<file path="src/shared/dtp_defs.svh">
`ifndef DTP_DEFS_SVH
`define DTP_DEFS_SVH

// ----------------------------------------
// clock, tick and modulator timing
// ----------------------------------------
`define DTP_CLK_HZ 10000000
`define DTP_TICK_CYC 1024
`define DTP_PWM_COUNTS 256
`define DTP_PRESCALE 4
`define DTP_MS_DIV 1000
`define DTP_TONE_MS 50
`define DTP_GAP_MS 50

// ----------------------------------------
// phase accumulator and table
// ----------------------------------------
`define DTP_ACC_W 16
`define DTP_IDX_W 7
`define DTP_TBL_LEN 128
`define DTP_MID_WIDTH 8'h80
`define DTP_RAMP_STEP 8'h01
`define DTP_FIFO_DEPTH 8

// ----------------------------------------
// tone frequencies in hertz
// ----------------------------------------
`define DTP_F_L0 697
`define DTP_F_L1 770
`define DTP_F_L2 852
`define DTP_F_L3 941
`define DTP_F_H0 1209
`define DTP_F_H1 1335
`define DTP_F_H2 1477
`define DTP_F_H3 1633

`endif

</file>
<file path="src/shared/dtp_pkg.sv">
`include "dtp_defs.svh"

package dtp_pkg;

    typedef enum logic [3:0] {
        ST_OFF = 4'b0001,
        ST_RAMP = 4'b0010,
        ST_GAP = 4'b0100,
        ST_TONE = 4'b1000
    } dtp_state_e;

    typedef logic [7:0] dtp_width_t;
    typedef logic [`DTP_ACC_W-1:0] dtp_acc_t;

    // phase step = 65536 * f / fs, fs = clk / tick, rounded to nearest
    function automatic dtp_acc_t dtp_step(input longint f_hz, input longint clk_hz);
        longint num;
        num = (longint'(1) << `DTP_ACC_W) * f_hz * `DTP_TICK_CYC;
        return dtp_acc_t'((num + clk_hz / 2) / clk_hz);
    endfunction : dtp_step

endpackage : dtp_pkg

</file>
<file path="src/shared/dtp_stream_if.sv">
`timescale 1ns/1ps

// sample stream between generator and modulator
interface dtp_stream_if #(parameter int W = 8);
    logic wr_valid;
    logic wr_ready;
    logic [W-1:0] wr_data;
    logic rd_valid;
    logic rd_ready;
    logic [W-1:0] rd_data;
    logic flush;

    modport src (output wr_valid, wr_data, rd_ready, flush, input wr_ready, rd_valid, rd_data);
    modport fifo (input wr_valid, wr_data, rd_ready, flush, output wr_ready, rd_valid, rd_data);
endinterface : dtp_stream_if

</file>
<file path="src/rtl/dtp_fifo.sv">
`timescale 1ns/1ps

module dtp_fifo #(
    parameter int W = 8,
    parameter int DEPTH = 8
) (
    input wire logic i_clk,
    input wire logic i_reset,
    dtp_stream_if.fifo s
);
    localparam int AW = $clog2(DEPTH);

    logic [W-1:0] mem [DEPTH];
    logic [AW-1:0] wp, rp, next_wp, next_rp;
    logic [AW:0] cnt, next_cnt;
    logic push, pop;

    // ----------------------------------------
    // handshakes
    // ----------------------------------------
    assign s.wr_ready = (cnt != (AW+1)'(DEPTH));
    assign s.rd_valid = (cnt != '0);
    assign s.rd_data = mem[rp];
    assign push = s.wr_valid && s.wr_ready && !s.flush;
    assign pop = s.rd_valid && s.rd_ready && !s.flush;

    // pointer arithmetic; flush wins so stale samples never leak out
    always_comb begin
        next_wp = wp;
        next_rp = rp;
        next_cnt = cnt;
        if (s.flush) begin
            next_wp = '0;
            next_rp = '0;
            next_cnt = '0;
        end else begin
            if (push) next_wp = (wp == AW'(DEPTH-1)) ? '0 : wp + 1'b1;
            if (pop) next_rp = (rp == AW'(DEPTH-1)) ? '0 : rp + 1'b1;
            next_cnt = cnt + (AW+1)'(push) - (AW+1)'(pop);
        end
    end

    always_ff @(posedge i_clk or posedge i_reset) begin
        if (i_reset) begin
            wp <= '0;
            rp <= '0;
            cnt <= '0;
        end else begin
            wp <= next_wp;
            rp <= next_rp;
            cnt <= next_cnt;
        end
    end

    // storage has no reset; only written words are ever read
    always_ff @(posedge i_clk) begin
        if (push) mem[wp] <= s.wr_data;
    end

endmodule : dtp_fifo

</file>
<file path="src/rtl/dtp_top.sv">
`timescale 1ns/1ps
`include "dtp_defs.svh"

// What this block does
// RULE1: each of sixteen key codes maps to one fixed low and high tone
// RULE2: while a digit is active two different tones sound together
// RULE3: two independent phase counters step one shared sine table, own step each
// RULE4: each sample is the sum of the two table values
// RULE5: sine table has 128 entries covering one full period
// RULE6: entries unsigned, start 63, peak 126, minimum 0
// RULE7: modulator period 256 counts, counter prescaled by 4
// RULE8: output pin starts one pulse every 1024 clocks
// RULE9: sample tick every 1024 clocks loads new width into width register
// RULE10: pulse high time equals the held width value
// RULE11: phase counters are 16 bit, one cycle is 65536 steps
// RULE12: step equals 65536 times tone frequency over sample rate
// RULE13: sample rate is system clock over 1024
// RULE14: table index is top 7 bits of each accumulator
// RULE15: step values follow the tabulated figures for the clock in use
// RULE16: tones stay within 1.5 percent given an accurate clock
// RULE17: step values are recomputed from the clock rate
// RULE18: digits held at least 50 ms, gaps at least 50 ms
// RULE19: larger table allowed if index width is adjusted to match
// RULE20: on enable width ramps linearly from 0 to 128
// RULE21: between digits width stays 128, modulator keeps running
// RULE22: accumulators wrap modulo 65536, steps rounded to nearest
// RULE23: sum at most 252 loads directly as the width
module dtp_top
    import dtp_pkg::*;
#(
    parameter longint CLK_HZ = `DTP_CLK_HZ,
    parameter int TONE_MIN_CYC = `DTP_TONE_MS * (`DTP_CLK_HZ / `DTP_MS_DIV),
    parameter int GAP_MIN_CYC = `DTP_GAP_MS * (`DTP_CLK_HZ / `DTP_MS_DIV)
) (
    input wire logic i_clk,
    input wire logic i_reset,
    input wire logic i_enable,
    input wire logic i_key_valid,
    input wire logic [3:0] i_key,
    output logic o_pulse_width_output_pin,
    output logic o_tone_active,
    output dtp_pkg::dtp_width_t o_width
);
    import dtp_pkg::*;

    // ----------------------------------------
    // sine table and tone lookup
    // ----------------------------------------
    localparam logic [6:0] SINE [`DTP_TBL_LEN] = '{ // RULE5 RULE6
        7'h3F, 7'h42, 7'h45, 7'h48, 7'h4B, 7'h4E, 7'h51, 7'h54,
        7'h57, 7'h5A, 7'h5D, 7'h5F, 7'h62, 7'h65, 7'h67, 7'h69,
        7'h6C, 7'h6E, 7'h70, 7'h72, 7'h74, 7'h75, 7'h77, 7'h78,
        7'h7A, 7'h7B, 7'h7C, 7'h7D, 7'h7D, 7'h7E, 7'h7E, 7'h7E,
        7'h7E, 7'h7E, 7'h7E, 7'h7E, 7'h7D, 7'h7D, 7'h7C, 7'h7B,
        7'h7A, 7'h78, 7'h77, 7'h75, 7'h74, 7'h72, 7'h70, 7'h6E,
        7'h6C, 7'h69, 7'h67, 7'h65, 7'h62, 7'h5F, 7'h5D, 7'h5A,
        7'h57, 7'h54, 7'h51, 7'h4E, 7'h4B, 7'h48, 7'h45, 7'h42,
        7'h3F, 7'h3B, 7'h38, 7'h35, 7'h32, 7'h2F, 7'h2C, 7'h29,
        7'h26, 7'h23, 7'h20, 7'h1E, 7'h1B, 7'h18, 7'h16, 7'h14,
        7'h11, 7'h0F, 7'h0D, 7'h0B, 7'h09, 7'h08, 7'h06, 7'h05,
        7'h03, 7'h02, 7'h01, 7'h00, 7'h00, 7'h00, 7'h00, 7'h00,
        7'h00, 7'h00, 7'h00, 7'h00, 7'h00, 7'h00, 7'h01, 7'h02,
        7'h03, 7'h05, 7'h06, 7'h08, 7'h09, 7'h0B, 7'h0D, 7'h0F,
        7'h11, 7'h14, 7'h16, 7'h18, 7'h1B, 7'h1E, 7'h20, 7'h23,
        7'h26, 7'h29, 7'h2C, 7'h2F, 7'h32, 7'h35, 7'h38, 7'h3B
    };

    // steps derived from the clock, so another rate needs no hand edits
    localparam dtp_acc_t STEP_LO [4] = '{ // RULE12 RULE13 RULE15 RULE16 RULE17 RULE22
        dtp_step(`DTP_F_L0, CLK_HZ), dtp_step(`DTP_F_L1, CLK_HZ),
        dtp_step(`DTP_F_L2, CLK_HZ), dtp_step(`DTP_F_L3, CLK_HZ)
    };
    localparam dtp_acc_t STEP_HI [4] = '{
        dtp_step(`DTP_F_H0, CLK_HZ), dtp_step(`DTP_F_H1, CLK_HZ),
        dtp_step(`DTP_F_H2, CLK_HZ), dtp_step(`DTP_F_H3, CLK_HZ)
    };

    // key code 0-9, A-D as 10-13, star 14, hash 15; returns {row, column}
    function automatic logic [3:0] key_pair(input logic [3:0] k);
        case (k)
            4'h1: key_pair = 4'h0; // RULE1
            4'h2: key_pair = 4'h1;
            4'h3: key_pair = 4'h2;
            4'h4: key_pair = 4'h4;
            4'h5: key_pair = 4'h5;
            4'h6: key_pair = 4'h6;
            4'h7: key_pair = 4'h8;
            4'h8: key_pair = 4'h9;
            4'h9: key_pair = 4'hA;
            4'hA: key_pair = 4'h3;
            4'hB: key_pair = 4'h7;
            4'hC: key_pair = 4'hB;
            4'hD: key_pair = 4'hF;
            4'hE: key_pair = 4'hC;
            4'hF: key_pair = 4'hE;
            default: key_pair = 4'hD;
        endcase
    endfunction : key_pair

    function automatic logic [6:0] sine_at(input dtp_acc_t acc);
        sine_at = SINE[acc[`DTP_ACC_W-1 -: `DTP_IDX_W]]; // RULE14 RULE19
    endfunction : sine_at

    dtp_stream_if #(.W(8)) strm ();

    dtp_fifo #(.W(8), .DEPTH(`DTP_FIFO_DEPTH)) u_fifo (
        .i_clk(i_clk),
        .i_reset(i_reset),
        .s(strm.fifo)
    );

    // ----------------------------------------
    // modulator: 256 counts, divide-by-4
    // ----------------------------------------
    logic [1:0] pre, next_pre;
    logic [7:0] cnt, next_cnt;
    dtp_width_t width, next_width;
    logic per_end;

    assign per_end = (pre == 2'(`DTP_PRESCALE - 1)) && (cnt == 8'(`DTP_PWM_COUNTS - 1)); // RULE8

    always_comb begin
        next_pre = pre + 2'h1; // RULE7
        next_cnt = (pre == 2'(`DTP_PRESCALE - 1)) ? cnt + 8'h01 : cnt;
    end

    always_ff @(posedge i_clk or posedge i_reset) begin
        if (i_reset) begin
            pre <= 2'h0;
            cnt <= 8'h00;
        end else begin
            pre <= next_pre;
            cnt <= next_cnt;
        end
    end

    // ----------------------------------------
    // sequence control
    // ----------------------------------------
    dtp_state_e state, next_state;
    logic [3:0] pair, next_pair;
    logic [31:0] hold, next_hold;
    logic hold_done;

    assign hold_done = (state == ST_TONE) ? (hold >= 32'(TONE_MIN_CYC))
                                          : (hold >= 32'(GAP_MIN_CYC));

    // a key press is taken only once the gap has lasted its minimum
    always_comb begin
        next_state = state;
        next_pair = pair;
        next_hold = (hold == 32'hFFFFFFFF) ? hold : hold + 32'h1;
        case (state)
            ST_OFF: begin
                if (i_enable) next_state = ST_RAMP;
            end
            ST_RAMP: begin
                if (per_end && width == `DTP_MID_WIDTH) begin
                    next_state = ST_GAP;
                    next_hold = 32'h0;
                end
            end
            ST_GAP: begin
                if (i_key_valid && hold_done) begin // RULE18
                    next_state = ST_TONE;
                    next_pair = key_pair(i_key);
                    next_hold = 32'h0;
                end
            end
            ST_TONE: begin
                if (!i_key_valid && hold_done) begin // RULE18
                    next_state = ST_GAP;
                    next_hold = 32'h0;
                end
            end
            default: next_state = ST_OFF;
        endcase
        if (!i_enable) next_state = ST_OFF;
    end

    always_ff @(posedge i_clk or posedge i_reset) begin
        if (i_reset) begin
            state <= ST_OFF;
            pair <= 4'h0;
            hold <= 32'h0;
        end else begin
            state <= next_state;
            pair <= next_pair;
            hold <= next_hold;
        end
    end

    // ----------------------------------------
    // dual phase accumulators into the FIFO
    // ----------------------------------------
    dtp_acc_t acc_lo, acc_hi, next_acc_lo, next_acc_hi;
    logic push;

    // generator runs ahead until the FIFO is full, then stalls
    assign push = (state == ST_TONE) && strm.wr_ready;
    assign strm.wr_valid = (state == ST_TONE);
    assign strm.wr_data = {1'b0, sine_at(acc_lo)} + {1'b0, sine_at(acc_hi)}; // RULE2 RULE4
    assign strm.flush = (state != ST_TONE);
    assign strm.rd_ready = per_end && (state == ST_TONE);

    always_comb begin
        next_acc_lo = acc_lo;
        next_acc_hi = acc_hi;
        if (state != ST_TONE) begin
            next_acc_lo = '0;
            next_acc_hi = '0;
        end else if (push) begin
            next_acc_lo = acc_lo + STEP_LO[pair[3:2]]; // RULE3 RULE11 RULE22
            next_acc_hi = acc_hi + STEP_HI[pair[1:0]]; // RULE3 RULE11 RULE22
        end
    end

    always_ff @(posedge i_clk or posedge i_reset) begin
        if (i_reset) begin
            acc_lo <= '0;
            acc_hi <= '0;
        end else begin
            acc_lo <= next_acc_lo;
            acc_hi <= next_acc_hi;
        end
    end

    // ----------------------------------------
    // width register, loaded once per period, cleared at once in ST_OFF
    // ----------------------------------------
    always_comb begin
        next_width = width;
        if (per_end) begin // RULE9
            case (state)
                ST_OFF: next_width = 8'h00;
                ST_RAMP: next_width = (width < `DTP_MID_WIDTH) ? width + `DTP_RAMP_STEP
                                                              : `DTP_MID_WIDTH; // RULE20
                ST_GAP: next_width = `DTP_MID_WIDTH; // RULE21
                ST_TONE: next_width = strm.rd_valid ? strm.rd_data : width; // RULE23
                default: next_width = 8'h00;
            endcase
        end
        if (state == ST_OFF) next_width = 8'h00;
    end

    always_ff @(posedge i_clk or posedge i_reset) begin
        if (i_reset) width <= 8'h00;
        else width <= next_width;
    end

    // pin and status come from flip-flops; pin is high while count < width
    logic pin, next_pin;
    assign next_pin = (next_cnt < next_width); // RULE10
    always_ff @(posedge i_clk or posedge i_reset) begin
        if (i_reset) begin
            pin <= 1'b0;
            o_tone_active <= 1'b0;
            o_width <= 8'h00;
        end else begin
            pin <= next_pin;
            o_tone_active <= (next_state == ST_TONE);
            o_width <= next_width;
        end
    end
    assign o_pulse_width_output_pin = pin;

    // ----------------------------------------
    // assertions
    // ----------------------------------------
    logic [9:0] since;
    logic [10:0] hi_cnt;
    logic w_steady;
    // switch-off forces the width mid-period; such a period is not judged on high time
    always_ff @(posedge i_clk or posedge i_reset) begin
        if (i_reset) begin
            since <= 10'h000;
            hi_cnt <= 11'h000;
            w_steady <= 1'b0;
        end else begin
            since <= per_end ? 10'h000 : since + 10'h001;
            hi_cnt <= per_end ? 11'(pin) : hi_cnt + 11'(pin);
            w_steady <= per_end || (w_steady && (next_width == width));
        end
    end
endmodule : dtp_top

</file>
<file path="config.mk">
export PLATFORM = sky130hd
export DESIGN_NAME = dtp_top
export DESIGN_NICKNAME = d
export VERILOG_FILES = /design/src/shared/dtp_pkg.sv /design/src/shared/dtp_stream_if.sv /design/src/rtl/dtp_fifo.sv /design/src/rtl/dtp_top.sv
export VERILOG_INCLUDE_DIRS = /design/src /design/src/shared
export SDC_FILE = /design/constraint.sdc
export NUM_CORES = 1
export LEC_CHECK = 0
export BUFFER_PORTS_ARGS = -buffer_cell sky130_fd_sc_hd__buf_2
export CAP_MARGIN = 15
export CORE_ASPECT_RATIO = 0.7
export CORE_MARGIN = 8
export CORE_UTILIZATION = 30
export CTS_CLUSTER_DIAMETER = 50
export DETAILED_ROUTE_END_ITERATION = 12
export GPL_ROUTABILITY_DRIVEN = 0
export SLEW_MARGIN = 25
export SYNTH_ARGS = -nofsm -noshare
export SYNTH_HDL_FRONTEND = slang
export SYNTH_SLANG_ARGS = --single-unit
export TNS_END_PERCENT = 20
</file>
<file path="constraint.sdc">
create_clock -name i_clk -period 3.8 [get_ports i_clk]
set_clock_uncertainty 0.1 [all_clocks]
set_input_delay 0.76 -clock i_clk [delete_from_list [all_inputs] [get_ports i_clk]]
set_output_delay 0.76 -clock i_clk [all_outputs]
set_load 0.005 [all_outputs]
</file>
### After elaboration in Yosys (flattened, before gate mapping)

Memories as Yosys holds them, arrays and structs flattened. A register that Yosys moved wholly into a read port is not among the register bits.
Cells that the tools add are included.

| storage, ports and cells | value |
|---|---|
| output and inout bits | 10 |
| memory bits (writable) | 64 |
| bits of input ports | 8 |
| flip-flop bits (word level) | 98 |
| ROM bits | 1,856 |
| memories kept | 4 |
| word-level logic and storage cells | 106 |

| operators by class | value |
|---|---|
| $add $sub $neg | 11 |
| reduce and logical (&&, ||, !) cells | 16 |
| mux-type cells | 39 |
| bitwise operators | 4 |
| equal/unequal tests | 13 |
| magnitude comparators | 7 |

Memories:

| name | depth | width | read ports | clocked after memory_dff | wr ports | RTL line | text |
|---|---|---|---|---|---|---|---|
| (no name shown) | 128 | 7 | 1 | 0 | 0 | dtp_top.sv:101 | `` sine_at = SINE[acc[`DTP_ACC_W-1 -: `DTP_IDX_W]]; `` |
| (no name shown) | 128 | 7 | 1 | 0 | 0 | dtp_top.sv:101 |  |
| (no name shown) | 16 | 4 | 1 | 1 | 0 | dtp_top.sv:80 | `case (k)` |
| u_fifo.mem | 8 | 8 | 1 | 0 | 1 | dtp_fifo.sv:13 | `logic [W-1:0] mem [DEPTH];` |

Operator list:

| operator | count |
|---|---|
| 2-to-1 mux 16 bit | 8 |
| 2-to-1 mux 32 bit | 4 |
| one-hot mux 32 bit (3 select lines) | 1 |
| binary-select mux 16 bit (select 2 bit) | 2 |
| 2-to-1 mux 8 bit | 5 |
| adder 16 bit | 2 |
| adder 32 x 1 -> 32 bit, second input constant | 1 |
| equality test 32 bit, second input constant | 1 |
| greater-or-equal comparator 32 x 19 -> 1 bit, second input constant | 1 |
| 2-to-1 mux 7 bit | 4 |
| one-hot mux 8 bit (3 select lines) | 1 |
| 2-to-1 mux 4 bit | 5 |
| 2-to-1 mux 3 bit | 6 |
| adder 8 x 1 -> 8 bit, second input constant | 2 |
| equality test 8 bit, second input constant | 2 |
| greater-or-equal comparator 8 bit, second input constant | 2 |
| NOT 7 -> 8 bit | 2 |
| one-hot mux 4 bit (4 select lines) | 1 |
| logical AND 1 bit | 9 |
| adder 7 x 7 -> 8 bit | 1 |
| equality test 4 bit, second input constant | 2 |
| less-than comparator 8 bit | 1 |
| less-than comparator 8 bit, second input constant | 1 |
| inequality test 4 bit, second input constant | 2 |
| 16 further kinds | 24 |

### Depth between registers and ports, before layout

| depth | value |
|---|---|
| word-level depth | 7 |
| depth in mapped cells | 17 |
| depth with buffers taken out | 15 |

### By module

From an unflattened synthesis, not the netlist that was laid out.

| unflattened totals | value |
|---|---|
| cell total of the unflattened synthesis | 1,208 |
| area total of the unflattened synthesis | 11,360.9 µm² |

Modules (own cells, without submodules):

| module | cells an instance | seq. area each (µm²) | area each (µm²) | instances |
|---|---|---|---|---|
| dtp_top | 1,033 | 2,303.5 | 8,166.6 | 1 |
| dtp_fifo | 175 | 2,172.1 | 3,194.3 | 1 |

### Worst setup path before layout

OpenSTA, ideal clock, no wires.

| timing | value |
|---|---|
| kind | register to register |
| from | register acc_lo[9] |
| to | memory u_fifo.mem[0][6] (data pin) |
| period minus slack after synthesis | 3.886 ns |
| cell stages (with the launch flop) | 18 |
| arrival | 3.554 ns |
| data required time | 3.469 ns |
| slack | -0.086 ns |
| buffers on the path | 2 |
| library setup time | 0.231 ns |
| cell sequence | dfrtp_1 -> clkbuf_1 -> inv_1 -> ha_1 -> clkbuf_1 -> nand2_1 -> o21ai_0 -> o21ai_0 -> nand2_1 -> o21ai_0 -> mux4_2 -> ha_1 -> fa_1 -> a21o_1 -> a21oi_1 -> o21bai_1 -> a21oi_1 -> xnor2_1 |

| between the ends | value |
|---|---|
| longest elaborated chain between the ends | 5 |

RTL lines:

| element | RTL line | text |
|---|---|---|
| start: declaration | dtp_top.sv:196 | `dtp_acc_t acc_lo, acc_hi, next_acc_lo, next_acc_hi;` |
| start signal: assignment | dtp_top.sv:223 | `acc_lo <= next_acc_lo;` |
| NOT 7 -> 8 bit | dtp_top.sv:101 |  |
| memory read (128 x 7 bit) | - |  |
| 2-to-1 mux 7 bit (2 in a row) | dtp_top.sv:101 |  |
| adder 7 x 7 -> 8 bit | dtp_top.sv:202 | `assign strm.wr_data = {1'b0, sine_at(acc_lo)} + {1'b0, sine_at(acc_hi)};` |
| via strm.wr_data[6] | dtp_stream_if.sv:7 | `logic [W-1:0] wr_data;` |
| end: declaration | dtp_fifo.sv:13 |  |

The timed path passes the listed nets, and every way through them passes these cells. The select of a mux whose other input is x is not followed.

### Worst setup path after layout

| timing | value |
|---|---|
| from | register acc_lo[9] |
| to | memory u_fifo.mem[3][4] (data pin) |

The elaborated chain is that of the path after synthesis.

==> metrics.txt <==
Worst Setup Start Kind=flip-flop; Critical Path Start=acc_lo[9]; Total GRT Usage=12.7%; clock buffer depth=2; xor and xnor area share after synthesis=3.85%; delay-heaviest family, CP=adder cells; Seq/Total Area, Yosys=38.6%; area of the die=45,300 sq um; Setup WS post-layout=roughly 0.19 ns; Syn-to-layout area delta=12.8%; final setup fails=0; FMAX=277 MHz; Post-DP HPWL=20,400 microns; Worst Tran Pin Value=approximately 0.88 ns; reg2reg start=acc_lo[9]; Async SR Flop Fraction=61.4%; Antenna diodes=0; FP Rows=60; share of cells above drive strength 1=between 10% and 20%; Synth Register Bits=166; leakage=5.30 nW; PwrDens=333 nW/um^2; Placed Cells=1,769; WS Path Type=reg2reg; Num CTS Buffers=17; combinational family with the most area after synthesis=simple AND/OR/NAND/NOR gates; 1st-pass router iterations=5; post-synthesis adder-cell area fraction=8.76%; Bufs and invs on worst path=2; Yosys cell types=84; Syn. warnings=0; fin nets=around 1.4k; FILL cells=3,903; Synth area leaders=dfrtp_1 (22%), edfxtp_1 (17%), ha_1 (8.0%); drt drc=0; Worst Path Arrival=about 3.6 ns; I/O pins=18; max_slew headroom=40.9%; Post-Syn Instances=1,273; Post-Syn Area=11,600 sq um; CP endpoint kind=flip-flop; RSZ-0062 raised after global routing=true; Post-synth EDFFs=64; Fin Hold WS=0.333 ns; Synth Net Count=~1.4k; grt ovf=0; via/cell ratio=5.26; clk sinks=166; die height=~180 microns; post-synth top area cell=dfrtp_1; Worst-Skew Late Latency=between 0.4 and 0.5 ns; core area=38,300 sq um; status=finished, final reports clean; crit path max fanout=8; global-route wire length before repair=about 48,000 microns; syn_area_per_cell=between 9 and 10 sq um; Pwr Total=between 0.004 and 0.005 W; port buffer count=17; ANT nets after route=0; CTS Root Cell=clkbuf_16; max_cap viols=0; Synth Area in Simple Gates=19.4%; Clock transition at path regs=roughly 0.070 ns; non-filler cells in the finished layout=1,801; fin crit share=94.9%; vias=around 9.5k; HP Class=in2async; Critical Path, Cell by Cell=inv_1 > ha_2 > buf_4 > mux2i_1 > o221ai_1 > mux4_2 > ha_1 > fa_1 > a21o_1 > a21oi_2 > xnor2_1; Peak VDD IR=0.315 mV; setup_tns=0 ns; CTS tree=yes; Main synth FF type=dfrtp_1; critical path's largest stage delay=around 0.48 ns; Fin. Hold Viols=0; complex-gate fraction of the synthesized area=18.5%; vias in the first global route=8,772; H-tree depth=4; hold-fix buffers at CTS=0; Crit path required time=3.82 ns; Starting Density=30.3%; Routed Wire Length=about 29,000 microns; post-CTS setup buffers=0; largest net degree at the start of global routing=70; pre-CTS WS=0.0551 ns; min Tclk post-route=3.61 ns; initial antenna violation count=0; post-synthesis mux area share=5.92%; Worst path slowest cell=mux4_2; DIE WIDTH=251 microns; wire per inst=16.0 microns; DR iter-0 viols=868; post-synth top area share=21.8%; Slew Limit Fails=0
## worst reg2reg max path, cell delays in order (launching register included)
cell      delay (ns)
dfrtp_1         0.38
inv_1           0.13
ha_2            0.35
buf_4           0.17
mux2i_1         0.12
o221ai_1        0.11
mux4_2          0.48
ha_1            0.25
fa_1            0.40
a21o_1          0.21
a21oi_2         0.18
xnor2_1         0.39
## cell usage after synthesis, drive strengths merged, types with 7 or more instances
cell and instances:
buf 18, nor4 14, or3 9, nor2b 17, a21oi 103, nor3 41, nor2 122, o21a 13
o211ai 10, dfrtp 101, nand2b 19, a21o 14, o31ai 8, or2 8, nor3b 11, mux2i 18
a211oi 26, a31oi 12, and3 13, mux2 7, nand4 20, clkbuf 64, nand3 39, and2 13
o22ai 13, o21ai 82, xor2 22, edfxtp 64, inv 55, ha 74, xnor2 29, nand2 110
mux4 19
## sequential cells by signal (all words and copies together), names as in the netlist
register	flops
pair	4
o_pulse_width_output_pin	1
pre	2
u_fifo.mem	64
acc_lo	16
acc_hi	16
u_fifo.wp	3
u_fifo.rp	3
o_tone_active	1
state	4
u_fifo.cnt	4
o_width	8
hold	32
cnt	8
## power by group
group / switching [W] / total [W] / leakage (nW) / internal, W
Sequential: 0.0000946 / 0.00202 / 2.08 / 0.00192
Combinational: 0.000392 / 0.000635 / 2.93 / 0.000243
Clock: 0.000733 / 0.00171 / 0.283 / 0.000975
Total: 0.00122 / 0.00436 / 5.30 / 0.00314
## metal layers
| metal | vias up | wire length, microns | track usage [%] |
|---|---|---|---|
| li1 | 4678 | - | - |
| met2 | 233 | 11500 | 17.1 |
| met5 | - | 0 | 0 |
| met1 | 4546 | 15300 | 20.3 |
| met4 | 0 | 267 | 2.65 |
| met3 | 18 | 1620 | 2.45 |
## stage by stage
stage,utilization (%),area (sq um)
2_1_floorplan,-,11600
5_1_grt,34.2,13100
3_5_place_dp,32.6,12500
6_report,34.2,13100
3_3_place_gp,32.6,12500
4_1_cts,34.1,13000
## path summary, 6_finish.rpt
path | end | slack (ns) | cells after the start
max | u_fifo.mem[3][4] | 0.19 | 11
min | hold[21] | 0.33 | 2
max reg2reg | u_fifo.mem[3][4] | 0.19 | 11
min reg2reg | pre[0] | 0.33 | 1
max in group asynchronous | acc_lo[7] | 2.51 | 3
min in group i_clk | pre[0] | 0.33 | 1
## area by class of cell
cell class                 instances  area [sq um]  area share, %
sequential                       166          4480           34.2
inverter                          56           215           1.64
clock buffer                      24           526           4.02
clock inverter                     8          57.6          0.440
multi-input combinational        969          6610           50.5
timing repair buffer              82           586           4.47
tap                              496           621           4.74
## layout by cell type (no fill, tap or decap), types with 5 or more instances in the layout
master / n
nor4_1: 13
inv_1: 53
and3_1: 11
mux2_2: 7
dfrtp_1: 101
or2_2: 6
o211ai_1: 10
mux4_2: 19
nand2b_1: 19
xnor2_1: 26
clkbuf_16: 20
nand2_1: 110
o21ai_0: 79
nand3_1: 39
o21bai_1: 6
and2_1: 13
buf_2: 17
nor2b_1: 16
nor3b_1: 10
a311oi_1: 6
buf_4: 64
a211oi_1: 26
mux2i_1: 18
nor2_1: 119
nand4_1: 19
edfxtp_1: 64
a21o_1: 14
a21boi_0: 5
o22ai_1: 13
o21a_1: 13
nor3_1: 39
or3_1: 9
a31oi_1: 12
o31ai_1: 8
xor2_1: 22
a21oi_1: 101
ha_1: 73
## timing repair
| action | CTS | global route |
|---|---|---|
| gates resized for setup | 1 | 8 |
| setup endpoints to repair | 8 | 36 |
| endpoints found under the hold margin | 0 | 0 |
## cell families (layout without fill, tap and decap cells)
| family | Yosys count | in the layout |
|---|---|---|
| fa+ha+maj | 79 | 79 |
| compound gates | 341 | 341 |
| xor+xnor | 51 | 51 |
| simple gates | 454 | 454 |
| buf+inv | 138 | 170 |
| mux | 44 | 44 |
| flops | 166 | 166 |
No activity file was read; power rests on OpenSTA's default activity.
